File: config.mk
export PLATFORM = sky130hd
export DESIGN_NAME = host_port
export DESIGN_NICKNAME = d
export VERILOG_FILES = /design/src/design/hpfo_pkg.sv /design/src/design/offset_if.sv /design/src/design/frame_align.sv /design/src/design/host_port.sv
export SDC_FILE = /design/constraint.sdc
export NUM_CORES = 1
export LEC_CHECK = 0
export BUFFER_PORTS_ARGS = -buffer_cell sky130_fd_sc_hd__buf_4
export CAP_MARGIN = 25
export CELL_PAD_IN_SITES_DETAIL_PLACEMENT = 1
export CELL_PAD_IN_SITES_GLOBAL_PLACEMENT = 1
export CORE_MARGIN = 2
export CORE_UTILIZATION = 43
export DETAILED_ROUTE_END_ITERATION = 16
export GPL_ROUTABILITY_DRIVEN = 0
export PLACE_DENSITY = 0.87
export SLEW_MARGIN = 20
export SYNTH_ARGS = -nofsm -noshare
export SYNTH_HDL_FRONTEND = slang
export SYNTH_HIERARCHICAL = 1
export SYNTH_SLANG_ARGS = --single-unit
File: constraint.sdc
create_clock -name MCLK_I -period 2.8 [get_ports MCLK_I]
set_clock_uncertainty 0.1 [all_clocks]
set_input_delay 0.7 -clock MCLK_I [delete_from_list [all_inputs] [get_ports MCLK_I]]
set_output_delay 0.7 -clock MCLK_I [all_outputs]
set_load 0.02 [all_outputs]
File: src/design/hpfo_pkg.sv
// Package of constants shared by the host port and frame offset logic
package hpfo_pkg;

  // ****************************************
  // Register addresses and fields
  // ****************************************
  localparam logic [7:0] ADDR_FRAME_OFFSET = 8'h0a;
  localparam logic [7:0] ADDR_CONN_HIGH    = 8'h0b;
  localparam logic [7:0] ADDR_CLOCK_MODE   = 8'h0c;
  localparam int         OFS_LSB           = 5;
  localparam int         OFS_MSB           = 7;
  localparam logic [2:0] OFS_RESET         = 3'h0;
  localparam logic [2:0] OFS_MAX           = 3'h4;
  localparam int         VC_BIT            = 6;
  localparam int         CLOCK_RATE_SELECT_BIT          = 0;

  // ****************************************
  // Timing
  // ****************************************
  localparam logic [3:0] CONTEND_CYCLES = 4'h3;

  typedef enum logic [1:0]
  {
    PORT_IDLE = 2'b00,
    PORT_WAIT = 2'b01,
    PORT_ACK  = 2'b10
  } port_state_e;

endpackage

File: src/design/offset_if.sv
// Interface carrying offset settings between port and frame aligner
`timescale 1ns/100ps
interface offset_if;
  logic [2:0] offset;
  logic       clock_rate_select;
  logic       frame_start;
  modport ctrl (output offset, output clock_rate_select, input frame_start);
  modport align (input offset, input clock_rate_select, output frame_start);
endinterface

File: src/design/frame_align.sv
// Frame aligner delaying the first-bit capture after the frame pulse
`timescale 1ns/100ps
module frame_align
(
  // Clock and reset
  input  wire logic clk,
  input  wire logic rst,
  // Serial timing
  input  wire logic bit_clk_en,
  input  wire logic frame_pulse,
  // Settings
  offset_if.align   ofs
);

  logic [3:0] remain;
  logic       half;
  logic       pending;
  logic       half_tick;

  // Half-rate enable when the interface clock runs at twice the bit rate
  always_ff @(posedge clk)
  begin
    if (rst)
      half <= 1'b0;
    else if (frame_pulse && bit_clk_en)
      half <= 1'b0;
    else if (bit_clk_en)
      half <= !half;
  end

  assign half_tick = bit_clk_en && (ofs.clock_rate_select || half);

  // Offset countdown from the frame pulse
  always_ff @(posedge clk)
  begin
    if (rst)
    begin
      remain  <= 4'h0;
      pending <= 1'b0;
      ofs.frame_start <= 1'b0;
    end
    else
    begin
      ofs.frame_start <= 1'b0;
      if (frame_pulse && bit_clk_en)
      begin
        if (ofs.offset == 3'h0)
          ofs.frame_start <= 1'b1;
        else
        begin
          remain  <= {1'b0, (ofs.offset > hpfo_pkg::OFS_MAX) ? hpfo_pkg::OFS_MAX : ofs.offset};
          pending <= 1'b1;
        end
      end
      else if (pending && half_tick)
      begin
        if (remain == 4'h1)
        begin
          pending         <= 1'b0;
          ofs.frame_start <= 1'b1;
        end
        remain <= remain - 4'h1;
      end
    end
  end

endmodule

File: src/design/host_port.sv
// Multiplexed host port with acknowledge handshake and frame offset control
`timescale 1ns/100ps
module host_port
(
  // Clock and reset
  input  wire logic       MCLK_I,
  input  wire logic       SRST_I,
  // Host bus
  input  wire logic       ALE_I,
  input  wire logic       CS_N_I,
  input  wire logic       RD_N_I,
  input  wire logic       WR_N_I,
  input  wire logic [7:0] AD_I,
  output logic      [7:0] AD_O,
  output logic            AD_OE_O,
  output logic            TRANSFER_ACK_N_O,
  output logic            TRANSFER_ACK_OE_O,
  // Serial timing
  input  wire logic       SERIAL_CLOCK_EN_I,
  input  wire logic       FRAME_PULSE_IN_I,
  input  wire logic       CONTENTION_I,
  // Frame and delay outputs
  output logic            FRAME_START_O,
  output logic            CONSTANT_DELAY_O
);

  offset_if ofs ();

  logic [7:0]              addr;
  logic                    ale_d;
  logic [2:0]              offset_sel;
  logic [7:0]              conn_high;
  logic                    clock_rate_select;
  logic [3:0]              wait_cnt;
  logic                    access;
  logic                    take;
  logic [2:0]              sel;
  hpfo_pkg::port_state_e   state;

  // ****************************************
  // Register decode
  // ****************************************
  function automatic logic [2:0] reg_sel
  (
    input logic [7:0] a
  );
    logic [2:0] hit;
    hit    = 3'h0;
    hit[0] = (a == hpfo_pkg::ADDR_FRAME_OFFSET);
    hit[1] = (a == hpfo_pkg::ADDR_CONN_HIGH);
    hit[2] = (a == hpfo_pkg::ADDR_CLOCK_MODE);
    return hit;
  endfunction

  // ****************************************
  // Access qualifiers
  // ****************************************
  assign access = !CS_N_I && (!RD_N_I || !WR_N_I);
  assign sel    = reg_sel(addr);
  assign take   = (state == hpfo_pkg::PORT_WAIT) && access && !CONTENTION_I && (wait_cnt == 4'h0);
  assign ofs.offset            = offset_sel;
  assign ofs.clock_rate_select = clock_rate_select;

  // ****************************************
  // Address latch
  // ****************************************
  always_ff @(posedge MCLK_I)
  begin
    if (SRST_I)
    begin
      ale_d <= 1'b0;
      addr  <= 8'h00;
    end
    else
    begin
      ale_d <= ALE_I;
      if (ale_d && !ALE_I)
        addr <= AD_I;
    end
  end

  // ****************************************
  // Access handshake
  // ****************************************
  always_ff @(posedge MCLK_I)
  begin
    if (SRST_I)
    begin
      state             <= hpfo_pkg::PORT_IDLE;
      wait_cnt          <= 4'h0;
      TRANSFER_ACK_N_O  <= 1'b1;
      TRANSFER_ACK_OE_O <= 1'b0;
    end
    else
    begin
      unique case (state)
        hpfo_pkg::PORT_IDLE:
        begin
          TRANSFER_ACK_N_O  <= 1'b1;
          TRANSFER_ACK_OE_O <= 1'b0;
          if (access)
          begin
            wait_cnt <= hpfo_pkg::CONTEND_CYCLES;
            state    <= hpfo_pkg::PORT_WAIT;
          end
        end
        hpfo_pkg::PORT_WAIT:
        begin
          if (!access)
            state <= hpfo_pkg::PORT_IDLE;
          else if (CONTENTION_I)
            wait_cnt <= hpfo_pkg::CONTEND_CYCLES;
          else if (take)
          begin
            TRANSFER_ACK_N_O  <= 1'b0;
            TRANSFER_ACK_OE_O <= 1'b1;
            state             <= hpfo_pkg::PORT_ACK;
          end
          else
            wait_cnt <= wait_cnt - 4'h1;
        end
        hpfo_pkg::PORT_ACK:
        begin
          if (!access)
          begin
            TRANSFER_ACK_N_O  <= 1'b1;
            TRANSFER_ACK_OE_O <= 1'b0;
            state             <= hpfo_pkg::PORT_IDLE;
          end
        end
        default:
        begin
          TRANSFER_ACK_N_O  <= 1'b1;
          TRANSFER_ACK_OE_O <= 1'b0;
          state             <= hpfo_pkg::PORT_IDLE;
        end
      endcase
    end
  end

  // ****************************************
  // Registers
  // ****************************************
  always_ff @(posedge MCLK_I)
  begin
    if (SRST_I)
    begin
      offset_sel        <= hpfo_pkg::OFS_RESET;
      conn_high         <= 8'h00;
      clock_rate_select <= 1'b0;
    end
    else if (take && !WR_N_I)
    begin
      if (sel[0])
        offset_sel <= AD_I[hpfo_pkg::OFS_MSB:hpfo_pkg::OFS_LSB];
      if (sel[1])
        conn_high <= AD_I;
      if (sel[2])
        clock_rate_select <= AD_I[hpfo_pkg::CLOCK_RATE_SELECT_BIT];
    end
  end

  // Read data driven in the wait and acknowledge states while a read strobe is active
  always_ff @(posedge MCLK_I)
  begin
    if (SRST_I)
    begin
      AD_O    <= 8'h00;
      AD_OE_O <= 1'b0;
    end
    else
    begin
      AD_OE_O <= (state != hpfo_pkg::PORT_IDLE) && access && !RD_N_I;
      unique case (addr)
        hpfo_pkg::ADDR_FRAME_OFFSET: AD_O <= {offset_sel, 5'h00};
        hpfo_pkg::ADDR_CONN_HIGH:    AD_O <= conn_high;
        hpfo_pkg::ADDR_CLOCK_MODE:   AD_O <= {7'h00, clock_rate_select};
        default:                     AD_O <= 8'h00;
      endcase
    end
  end

  // ****************************************
  // Frame aligner and delay mode
  // ****************************************
  frame_align u_align
  (
    .clk         (MCLK_I),
    .rst         (SRST_I),
    .bit_clk_en  (SERIAL_CLOCK_EN_I),
    .frame_pulse (FRAME_PULSE_IN_I),
    .ofs         (ofs.align)
  );

  always_ff @(posedge MCLK_I)
  begin
    if (SRST_I)
    begin
      FRAME_START_O    <= 1'b0;
      CONSTANT_DELAY_O <= 1'b0;
    end
    else
    begin
      FRAME_START_O    <= ofs.frame_start;
      CONSTANT_DELAY_O <= conn_high[hpfo_pkg::VC_BIT];
    end
  end

endmodule

==> flow_metrics.env, run 1 <==
export IMPL_avgSynthCellArea_sq_um=9.43
export IMPL_fmax_ghz=0.474
export IMPL_clock_root_buffer="clkbuf_8"
export IMPL_grt_overflow_total=0
export IMPL_maxSlewHeadroom_pct=59.1
export IMPL_crit_slowest_cell="or4b_4"
export IMPL_crit_type="reg -> reg"
export IMPL_synthToLayoutAreaGrowth_pct=18.4
export IMPL_h_tree_depth=2
export IMPL_multi_input_area_sq_um=1140
export IMPL_rr_worst_depth=5
export IMPL_initial_core_util_pct=45.0
export IMPL_hold_path_depth=1
export IMPL_power_switching_uw=318
export IMPL_drive_above_1_share_pct=18.8
export IMPL_required_ns=2.93
export IMPL_tritoncts="done"
export IMPL_end_kind="flop"
export IMPL_grt_usage_pct=19.5
export IMPL_powerDensity_nw_per_um2=521
export IMPL_layout_setup_ws_ns=0.689
export IMPL_p_int_mw=1.00
export IMPL_cp_depth=5
export IMPL_ys_seq_elements=47
export IMPL_core_area_sq_um=4750
export IMPL_hpwl_mm=3.43
export IMPL_fillers=572
export IMPL_synth_edf_count=0
export IMPL_yosys_most_used_dff="dfxtp_1"
export IMPL_cp_data_arrival_time_ns=2.24
export IMPL_r2r_start="wait_cnt[0]"
export IMPL_cts_inserted_buffers=5
export IMPL_finalHoldViolCount=0
export IMPL_final_cell_mix="dfxtp_1 (47), buf_4 (31), nand2b_1 (26)"
export IMPL_cpLargestDelayFamily="simple AND/OR/NAND/NOR gates"
export IMPL_core_rowCount=25
export IMPL_hold_path_end="FRAME_START_O"
export IMPL_synthCells=227
export IMPL_cts_buffer_depth=2
export IMPL_min_delay_start="u_align/ofs.frame_start"
export IMPL_rsz0062_at_grt="false"
export IMPL_pre_cts_ws_ns=0.486
export IMPL_critPathMaxFanout=4
export IMPL_num_vias=1716
export IMPL_regArea_sq_um=941
export IMPL_cts_resized_gates=0
export IMPL_leakage_nw=0.934
export IMPL_die_height_um=74.5
export IMPL_cts_sinks=47
export IMPL_worst_pin_slew_ns=0.612
export IMPL_synth_largest_area_cell="dfxtp_1"
export IMPL_synth_nets=247
export IMPL_grt_pass1_wl_mm=8.27
export IMPL_r2r_end="offset_sel[2]"
export IMPL_synth_area_top_cells="dfxtp_1 (44%), nand2b_1 (7.6%), mux2i_1 (7.5%)"
export IMPL_detail_route_wirelength_mm=5.01
export IMPL_status="finished, final reports clean"
export IMPL_drtAntennaViolNets=0
export IMPL_grt_max_degree=54
export IMPL_io_buffers=29
export IMPL_clk_latency_ns=0.30
export IMPL_maxCapViolCount=0
export IMPL_start_kind="flop"
export IMPL_seq_area_frac_synth_pct=44.0
export IMPL_seqPwrFrac_pct=52.3
export IMPL_min_period_ns=2.11
export IMPL_layout_commonest_cell="dfxtp_1"
export IMPL_die_w_um=74.5
export IMPL_clk_pin_slew_ns=0.09
export IMPL_reg2reg_slack_ns=0.69
export IMPL_drv_slew=0
export IMPL_antenna_found_initial=0
export IMPL_min_path_type="reg -> reg"
export IMPL_ir_worst_vdd_mv=0.224
export IMPL_nets=275
export IMPL_crit_path_start="wait_cnt[0]"
export IMPL_drc_errors=0
export IMPL_setup_tns_ns=0
export IMPL_insertedDiodeCount=0
export IMPL_switching_share_pct=24.1
export IMPL_setup_violations=0
export IMPL_drt_iter0_drc=45
export IMPL_netlist_area_sq_um=2140
export IMPL_yosys_area_top_type_share_pct=44.0
export IMPL_cp_buffers_inverters=1
export IMPL_grt_pass1_vias=1688
export IMPL_finalCritPeriodShare_pct=75.4
export IMPL_synthArstFlopShare_pct=0
export IMPL_crit_chain="inv_1, ha_1, or4b_4, nor4_2, mux2i_1"
export IMPL_yosysWarningCount=6
export IMPL_synthDistinctLibCells=50
export IMPL_clockPowerShare_pct=39.1
export IMPL_critical_path_max_stage_delay_ns=0.53
export IMPL_pwr_share_comb_pct=8.6
export IMPL_wl_per_cell_um=15.5
export IMPL_drtPass1Iterations=4
export IMPL_io_pins=30
export IMPL_ctsHoldBuffers=0
export IMPL_die_area_sq_um=5560
export IMPL_via_per_inst=5.31
export IMPL_cts_setup_buffers=0
[worst max path at each step]
stage,endpoint,slack [ns]
detailed placement,offset_sel[2],0.49
global route,offset_sel[2],0.54
CTS,offset_sel[2],0.71
global placement,offset_sel[0],0.55
finish,offset_sel[2],0.69
floorplan,conn_high[0],0.60
[Yosys cell counts, types with 2 or more instances]
master	instances
a2111oi_0	2
a211oi_1	2
a21o_1	2
a21oi_1	17
a31oi_1	3
and2_1	4
buf_1	2
clkbuf_1	8
dfxtp_1	47
ha_1	3
inv_1	6
mux2_2	2
mux2i_1	16
nand2_1	18
nand2b_1	26
nand3_1	3
nand3b_1	2
nor2_1	9
nor2b_1	8
nor3_1	2
nor3b_1	2
nor4_1	4
o211ai_1	2
o21ai_0	2
o32ai_1	2
or3_1	5
or4_1	3
or4b_1	2
or4b_4	2
[logic make-up (layout without fill, tap and decap cells)]
logic type               after synthesis  after routing  synth area share, %
AND/OR/NAND/NOR                      104            104                 31.2
multiplexers                          18             18                 8.54
adder cells (fa/ha/maj)                3              3                 1.75
flip-flops                            47             47                 44.0
buffers and inverters                 16             45                 2.81
AO/OA/AOI/OAI                         39             39                 11.8
[routing by layer]
layer  vias up  global-route usage, %  routed length, um
met5         -                      0                  0
met3         5                   4.07                144
met4         0                   5.75                 55
li1        868                      -                  -
met2        22                   32.1               2420
met1       821                   25.9               2390
[sequential cells by signal, summed over array words and instances, names as in the netlist]
register,cells
clock_rate_select,1
state,2
u_align/ofs.frame_start,1
addr,8
wait_cnt,4
u_align/remain,4
TRANSFER_ACK_N_O,1
FRAME_START_O,1
CONSTANT_DELAY_O,1
TRANSFER_ACK_OE_O,1
conn_high,8
u_align/half,1
AD_O,8
AD_OE_O,1
u_align/pending,1
ale_d,1
offset_sel,3
[power by group through the flow]
stage	combinational, mW	clock (mW)	sequential [mW]
3_3_place_gp	0.109	0	0.704
2_1_floorplan	0.0707	0	0.701
3_5_place_dp	0.113	0	0.704
4_1_cts	0.114	0.524	0.689
6_report	0.113	0.516	0.689
5_1_grt	0.126	0.551	0.691
[area by class of cell]
class / count / area share (%)
Clock buffer: 5 / 2.72
Inverter: 6 / 0.889
Sequential cell: 47 / 37.1
Tap cell: 67 / 3.31
Clock inverter: 3 / 1.83
Multi-Input combinational cell: 164 / 44.9
Timing Repair Buffer: 31 / 9.19
[worst register-to-register path, delay by kind of cell, from the launching register on]
family	cells	cell delay, ns
and+or+nand+nor	2	1.06
DFF	1	0.32
muxes	1	0.25
adders and majority gates	1	0.22
buffers and inverters	1	0.09
[through the flow]
stage	utilization [%]	instance area (sq um)	instances	hold WS, ns	power (mW)
finish	53.3	2530	323	0.351	1.32
global route	53.3	2530	323	0.367	1.37
CTS	53.3	2530	323	0.357	1.33
detailed placement	50.9	2420	315	0.334	0.817
global placement	50.9	2420	315	0.336	0.813
floorplan	-	2140	227	0.314	0.772
Note: power is estimated with default switching activity, not from simulation.
==> run 2: changes to the inputs <==
clock period = 2.2 ns   (was 2.8 ns; I/O delays follow)
==> run 2 against run 1 <==
Effect of this change: critical path depth rose by 1; routed wire length rose by 1.5%; critical path type unchanged; non-clock buffer count rose by 4; global-route usage rose by 0.39 points; highest routed layer unchanged; critical endpoint is now conn_high[0]; sequential power rose by 27%; final area rose by 1.0%; hold slack got worse by 0.0085 ns; combinational power rose by 31%; setup slack got worse by 0.57 ns.
==> flow_metrics.env, run 2 (synthesis results as in run 1) <==
export IMPL_drive_above_1_share_pct=20.0
export IMPL_num_vias=1725
export IMPL_wl_per_cell_um=15.6
export IMPL_top_regs="AD_O: 8 flops, addr: 8 flops, conn_high: 8 flops"
export IMPL_fillers=578
export IMPL_cts_resized_gates=0
export IMPL_insertedDiodeCount=0
export IMPL_grt_max_degree=34
export IMPL_core_rowCount=25
export IMPL_clk_pin_slew_ns=0.09
export IMPL_drtAntennaViolNets=0
export IMPL_maxCapViolCount=0
export IMPL_status="finished, final reports clean"
export IMPL_die_w_um=74.5
export IMPL_tritoncts="done"
export IMPL_drt_iter0_drc=51
export IMPL_leakage_nw=0.950
export IMPL_final_cell_mix="dfxtp_1 (47), buf_4 (34), nand2b_1 (26)"
export IMPL_fmax_ghz=0.480
export IMPL_io_pins=30
export IMPL_die_area_sq_um=5560
export IMPL_h_tree_depth=2
export IMPL_required_ns=2.32
export IMPL_regArea_sq_um=941
export IMPL_clock_root_buffer="clkbuf_8"
export IMPL_io_buffers=29
export IMPL_layout_commonest_cell="dfxtp_1"
export IMPL_ctsHoldBuffers=0
export IMPL_critPathMaxFanout=8
export IMPL_core_area_sq_um=4750
export IMPL_finalNonFillerCells=327
export IMPL_grt_overflow_total=0
export IMPL_final_util_pct=53.8
export IMPL_min_path_type="reg -> reg"
export IMPL_drtPass1Iterations=4
export IMPL_crit_type="reg -> reg"
export IMPL_cts_inserted_buffers=5
export IMPL_cts_buffer_depth=2
export IMPL_multi_input_area_sq_um=1140
export IMPL_initial_core_util_pct=45.0
export IMPL_detail_route_wirelength_mm=5.09
export IMPL_end_kind="flop"
export IMPL_grt_usage_pct=19.9
export IMPL_grt_pass1_vias=1707
export IMPL_worst_pin_slew_ns=0.570
export IMPL_hpwl_mm=3.69
export IMPL_antenna_found_initial=0
export IMPL_setup_tns_ns=0
export IMPL_clk_latency_ns=0.31
export IMPL_cts_sinks=47
export IMPL_setup_violations=0
export IMPL_finalHoldViolCount=0
export IMPL_cts_setup_buffers=0
export IMPL_dp_cells=319
export IMPL_synthToLayoutAreaGrowth_pct=19.6
export IMPL_start_kind="flop"
export IMPL_maxSlewHeadroom_pct=61.8
export IMPL_rsz0062_at_grt="false"
export IMPL_powerDensity_nw_per_um2=619
export IMPL_drc_errors=0
export IMPL_cp_data_arrival_time_ns=2.20
export IMPL_via_per_inst=5.28
export IMPL_ir_worst_vdd_mv=0.385
export IMPL_grt_pass1_wl_mm=8.37
export IMPL_die_height_um=74.5
export IMPL_drv_slew=0
export IMPL_finalCritPeriodShare_pct=94.7
export IMPL_min_period_ns=2.08
export IMPL_nets=279
-- run 2: per-layer routing --
| layer | GRT usage (%) | vias to the layer above | part of all wire (%) |
|---|---|---|---|
| li1 | - | 873 | - |
| met1 | 26.3 | 824 | 45 |
| met2 | 33.2 | 22 | 51 |
| met3 | 3.66 | 6 | 2.7 |
| met4 | 5.95 | 0 | 1.2 |
| met5 | 0 | - | 0 |
-- run 2: power breakdown --
group / total (mW) / switching [mW] / internal (mW)
Sequential: 0.876 / 0.0116 / 0.864
Clock: 0.562 / 0.305 / 0.257
Combinational: 0.148 / 0.0779 / 0.0701
-- run 2: final timing paths --
check	startpoint	end	slack, ns	cells after the start
max	wait_cnt[0]	conn_high[0]	0.12	6
min	u_align/ofs.frame_start	FRAME_START_O	0.34	1
max reg2reg	wait_cnt[0]	conn_high[0]	0.12	6
min reg2reg	u_align/ofs.frame_start	FRAME_START_O	0.34	1
-- run 2: cell type report --
type	instances	area share, %
multi-input cells	164	44.5
flip-flops and latches	47	36.8
repair buffers	35	10.8
well taps	67	3.27
clock buffers	6	3.23
inverters	6	0.880
clock inverters	2	0.635
-- run 2: per-stage QoR --
step | total power, mW | hold WS [ns] | cell area, sq um | setup slack (ns)
after floorplan | 0.983 | 0.314 | 2140 | 0.150
after global placement | 1.04 | 0.342 | 2460 | 0.155
after detailed placement | 1.04 | 0.325 | 2460 | 0.0713
after CTS | 1.60 | 0.347 | 2560 | 0.113
after global routing | 1.65 | 0.354 | 2560 | 0.0220
final | 1.59 | 0.342 | 2560 | 0.116
-- run 2: critical path, cell delays in order, from the launching register on --
cell	delay (ns)
dfxtp_1	0.32
inv_1	0.09
ha_1	0.21
or4b_4	0.53
nor4_4	0.34
buf_12	0.18
mux2i_1	0.23
==> run 3: changes to the inputs <==
ABC_AREA = 1   (was not set)
CORE_UTILIZATION = 41   (was 43)
CTS_CLUSTER_SIZE = 28   (was not set)
==> run 3 against run 2 <==
Effect of this change: utilization is 3.7 points lower; maximum frequency is 28% higher; synthesized cell count is 28% higher; first-iteration DRC count is 12% lower.
==> flow_metrics.env, run 3 <==
export IMPL_core_area_sq_um=5140
export IMPL_synth_largest_area_cell="dfxtp_1"
export IMPL_cts_resized_gates=0
export IMPL_synth_edf_count=0
export IMPL_hpwl_mm=3.73
export IMPL_antenna_found_initial=0
export IMPL_clk_pin_slew_ns=0.08
export IMPL_drtPass1Iterations=4
export IMPL_ctsHoldBuffers=0
export IMPL_min_path_type="reg -> reg"
export IMPL_min_delay_start="u_align/ofs.frame_start"
export IMPL_start_kind="flop"
export IMPL_grt_max_degree=26
export IMPL_layout_commonest_cell="nand2_1"
export IMPL_grt_use_met1_pct=21.7
export IMPL_fillers=694
export IMPL_drive_above_1_share_pct=22.7
export IMPL_grt_pass1_wl_mm=8.62
export IMPL_yosys_area_top_type_share_pct=42.8
export IMPL_yosysMostFrequentCell="nand2_1"
export IMPL_synthXorXnorAreaFrac_pct=0.798
export IMPL_nets=342
export IMPL_io_pins=30
export IMPL_drtAntennaViolNets=0
export IMPL_io_buffers=29
export IMPL_grt_overflow_total=0
export IMPL_seqPwrFrac_pct=53.0
export IMPL_final_cell_mix="nand2_1 (54), nor2_1 (49), dfxtp_1 (47)"
export IMPL_cp_data_arrival_time_ns=1.76
export IMPL_cts_buffer_depth=2
export IMPL_grt_busiest_layer="met2"
export IMPL_avgSynthCellArea_sq_um=7.55
export IMPL_yosys_most_used_dff="dfxtp_1"
export IMPL_rsz0062_at_grt="false"
export IMPL_die_area_sq_um=5960
export IMPL_critPathMaxFanout=8
export IMPL_hold_path_depth=2
export IMPL_worst_pin_slew_ns=0.631
export IMPL_p_int_mw=1.27
export IMPL_pwr_share_comb_pct=10.2
export IMPL_setup_tns_ns=0
export IMPL_dp_cells=385
export IMPL_grtUsageMet3_pct=3.88
export IMPL_tritoncts="done"
export IMPL_yosysWarningCount=6
export IMPL_drt_iter0_drc=45
export IMPL_seq_area_frac_synth_pct=42.8
export IMPL_synthArstFlopShare_pct=0
export IMPL_reg2reg_slack_ns=0.57
export IMPL_insertedDiodeCount=0
export IMPL_status="finished, final reports clean"
export IMPL_ys_seq_elements=47
export IMPL_h_tree_depth=2
export IMPL_num_vias=1896
export IMPL_r2r_start="wait_cnt[0]"
export IMPL_maxCapViolCount=0
export IMPL_grt_usage_pct=17.9
export IMPL_synth_top_cells_by_count="nand2_1 (54), nor2_1 (49), dfxtp_1 (47), inv_1 (31), a21oi_1 (16)"
export IMPL_drc_errors=0
export IMPL_clk_latency_ns=0.30
export IMPL_cts_sinks=47
export IMPL_synth_nets=311
export IMPL_clockPowerShare_pct=36.8
export IMPL_rr_worst_depth=9
export IMPL_ir_worst_vdd_mv=0.320
export IMPL_synth_top_family_by_area="simple AND/OR/NAND/NOR gates"
export IMPL_detail_route_wirelength_mm=4.91
export IMPL_end_kind="flop"
export IMPL_finalHoldViolCount=0
export IMPL_finalCritPeriodShare_pct=74.1
export IMPL_finalNonFillerCells=392
export IMPL_hold_path_end="FRAME_START_O"
export IMPL_synthDistinctLibCells=33
export IMPL_min_period_ns=1.63
export IMPL_core_rowCount=26
export IMPL_via_per_inst=4.84
export IMPL_powerDensity_nw_per_um2=647
export IMPL_synth_area_top_cells="dfxtp_1 (43%), nand2_1 (9.2%), nor2_1 (8.4%)"
export IMPL_synthToLayoutAreaGrowth_pct=17.3
export IMPL_crit_type="reg -> reg"
export IMPL_required_ns=2.33
export IMPL_die_height_um=77.2
export IMPL_grt_util_met2_pct=31.8
export IMPL_initial_core_util_pct=42.7
export IMPL_synth_compound_area_share_pct=9.69
export IMPL_setup_violations=0
export IMPL_synthCells=291
export IMPL_grt_pass1_vias=1914
export IMPL_wl_per_cell_um=12.5
export IMPL_leakage_nw=1.13
export IMPL_die_w_um=77.2
export IMPL_yosys_area_share_simple_pct=35.8
export IMPL_top_regs="AD_O: 8 flops, addr: 8 flops, conn_high: 8 flops"
export IMPL_maxSlewHeadroom_pct=56.8
export IMPL_timing_hold_ws_ns=0.308
export IMPL_synthAdderAreaFrac_pct=1.71
export IMPL_cts_inserted_buffers=5
export IMPL_r2r_end="conn_high[7]"
export IMPL_synthMuxAreaShare_pct=0
export IMPL_drv_slew=0
export IMPL_cts_setup_buffers=0
export IMPL_fmax_ghz=0.613
export IMPL_netlist_area_sq_um=2200
export IMPL_clock_root_buffer="clkbuf_8"
export IMPL_switching_share_pct=23.9
export IMPL_power_switching_uw=398
[run 3: cell type report]
cell class | count | area [sq um] | share of cell area (%)
Timing Repair Buffer | 31 | 233 | 9.04
Sequential cell | 47 | 941 | 36.5
Multi-Input combinational cell | 197 | 1050 | 40.9
Tap cell | 70 | 87.6 | 3.40
Inverter | 40 | 158 | 6.12
Clock buffer | 6 | 72.6 | 2.82
Clock inverter | 1 | 30.0 | 1.17
[run 3: how the worst max path moves through the flow]
stage	slack, ns	start	cells after the start	endpoint
floorplan	0.78	WR_N_I	7	conn_high[6]
global placement	0.52	WR_N_I	7	conn_high[5]
detailed placement	0.48	WR_N_I	7	offset_sel[2]
CTS	0.53	wait_cnt[0]	9	conn_high[7]
global route	0.40	wait_cnt[0]	9	conn_high[7]
finish	0.57	wait_cnt[0]	9	conn_high[7]
[run 3: stage by stage]
| step | worst slack [ns] | power (mW) | utilization [%] | instance area (sq um) |
|---|---|---|---|---|
| after floorplan | 0.783 | 1.01 | - | 2200 |
| after global placement | 0.524 | 1.07 | 48.1 | 2470 |
| after detailed placement | 0.483 | 1.07 | 48.1 | 2470 |
| after CTS | 0.528 | 1.69 | 50.1 | 2570 |
| after global routing | 0.399 | 1.74 | 50.1 | 2570 |
| final | 0.570 | 1.67 | 50.1 | 2570 |
[run 3: power groups by stage]
stage / clock [mW] / sequential [mW] / combinational [mW]
3_3_place_gp: 0 / 0.902 / 0.164
3_5_place_dp: 0 / 0.903 / 0.172
2_1_floorplan: 0 / 0.903 / 0.111
6_report: 0.612 / 0.883 / 0.171
4_1_cts: 0.632 / 0.883 / 0.173
5_1_grt: 0.661 / 0.885 / 0.192
[run 3: cell families after synthesis]
logic type               after synthesis
AND/OR/NAND/NOR                      154
buffers and inverters                 47
flip-flops                            47
AO/OA/AOI/OAI                         38
adder cells (fa/ha/maj)                3
XOR/XNOR                               2
[run 3: critical path: stages, from the launching register on]
cell and delay [ns]:
dfxtp_1 0.32, inv_1 0.11, ha_1 0.22, inv_1 0.09, nor2_2 0.07, nand2_1 0.07
nand3b_4 0.22, nor2_8 0.17, nor2_1 0.06, nor2_1 0.12
[run 3: metal layers]
metal	part of all wire [%]	routed length, um	up-vias
li1	-	-	983
met5	0	0	-
met4	1.0	51	0
met2	49	2420	22
met1	47	2300	884
met3	2.9	142	7
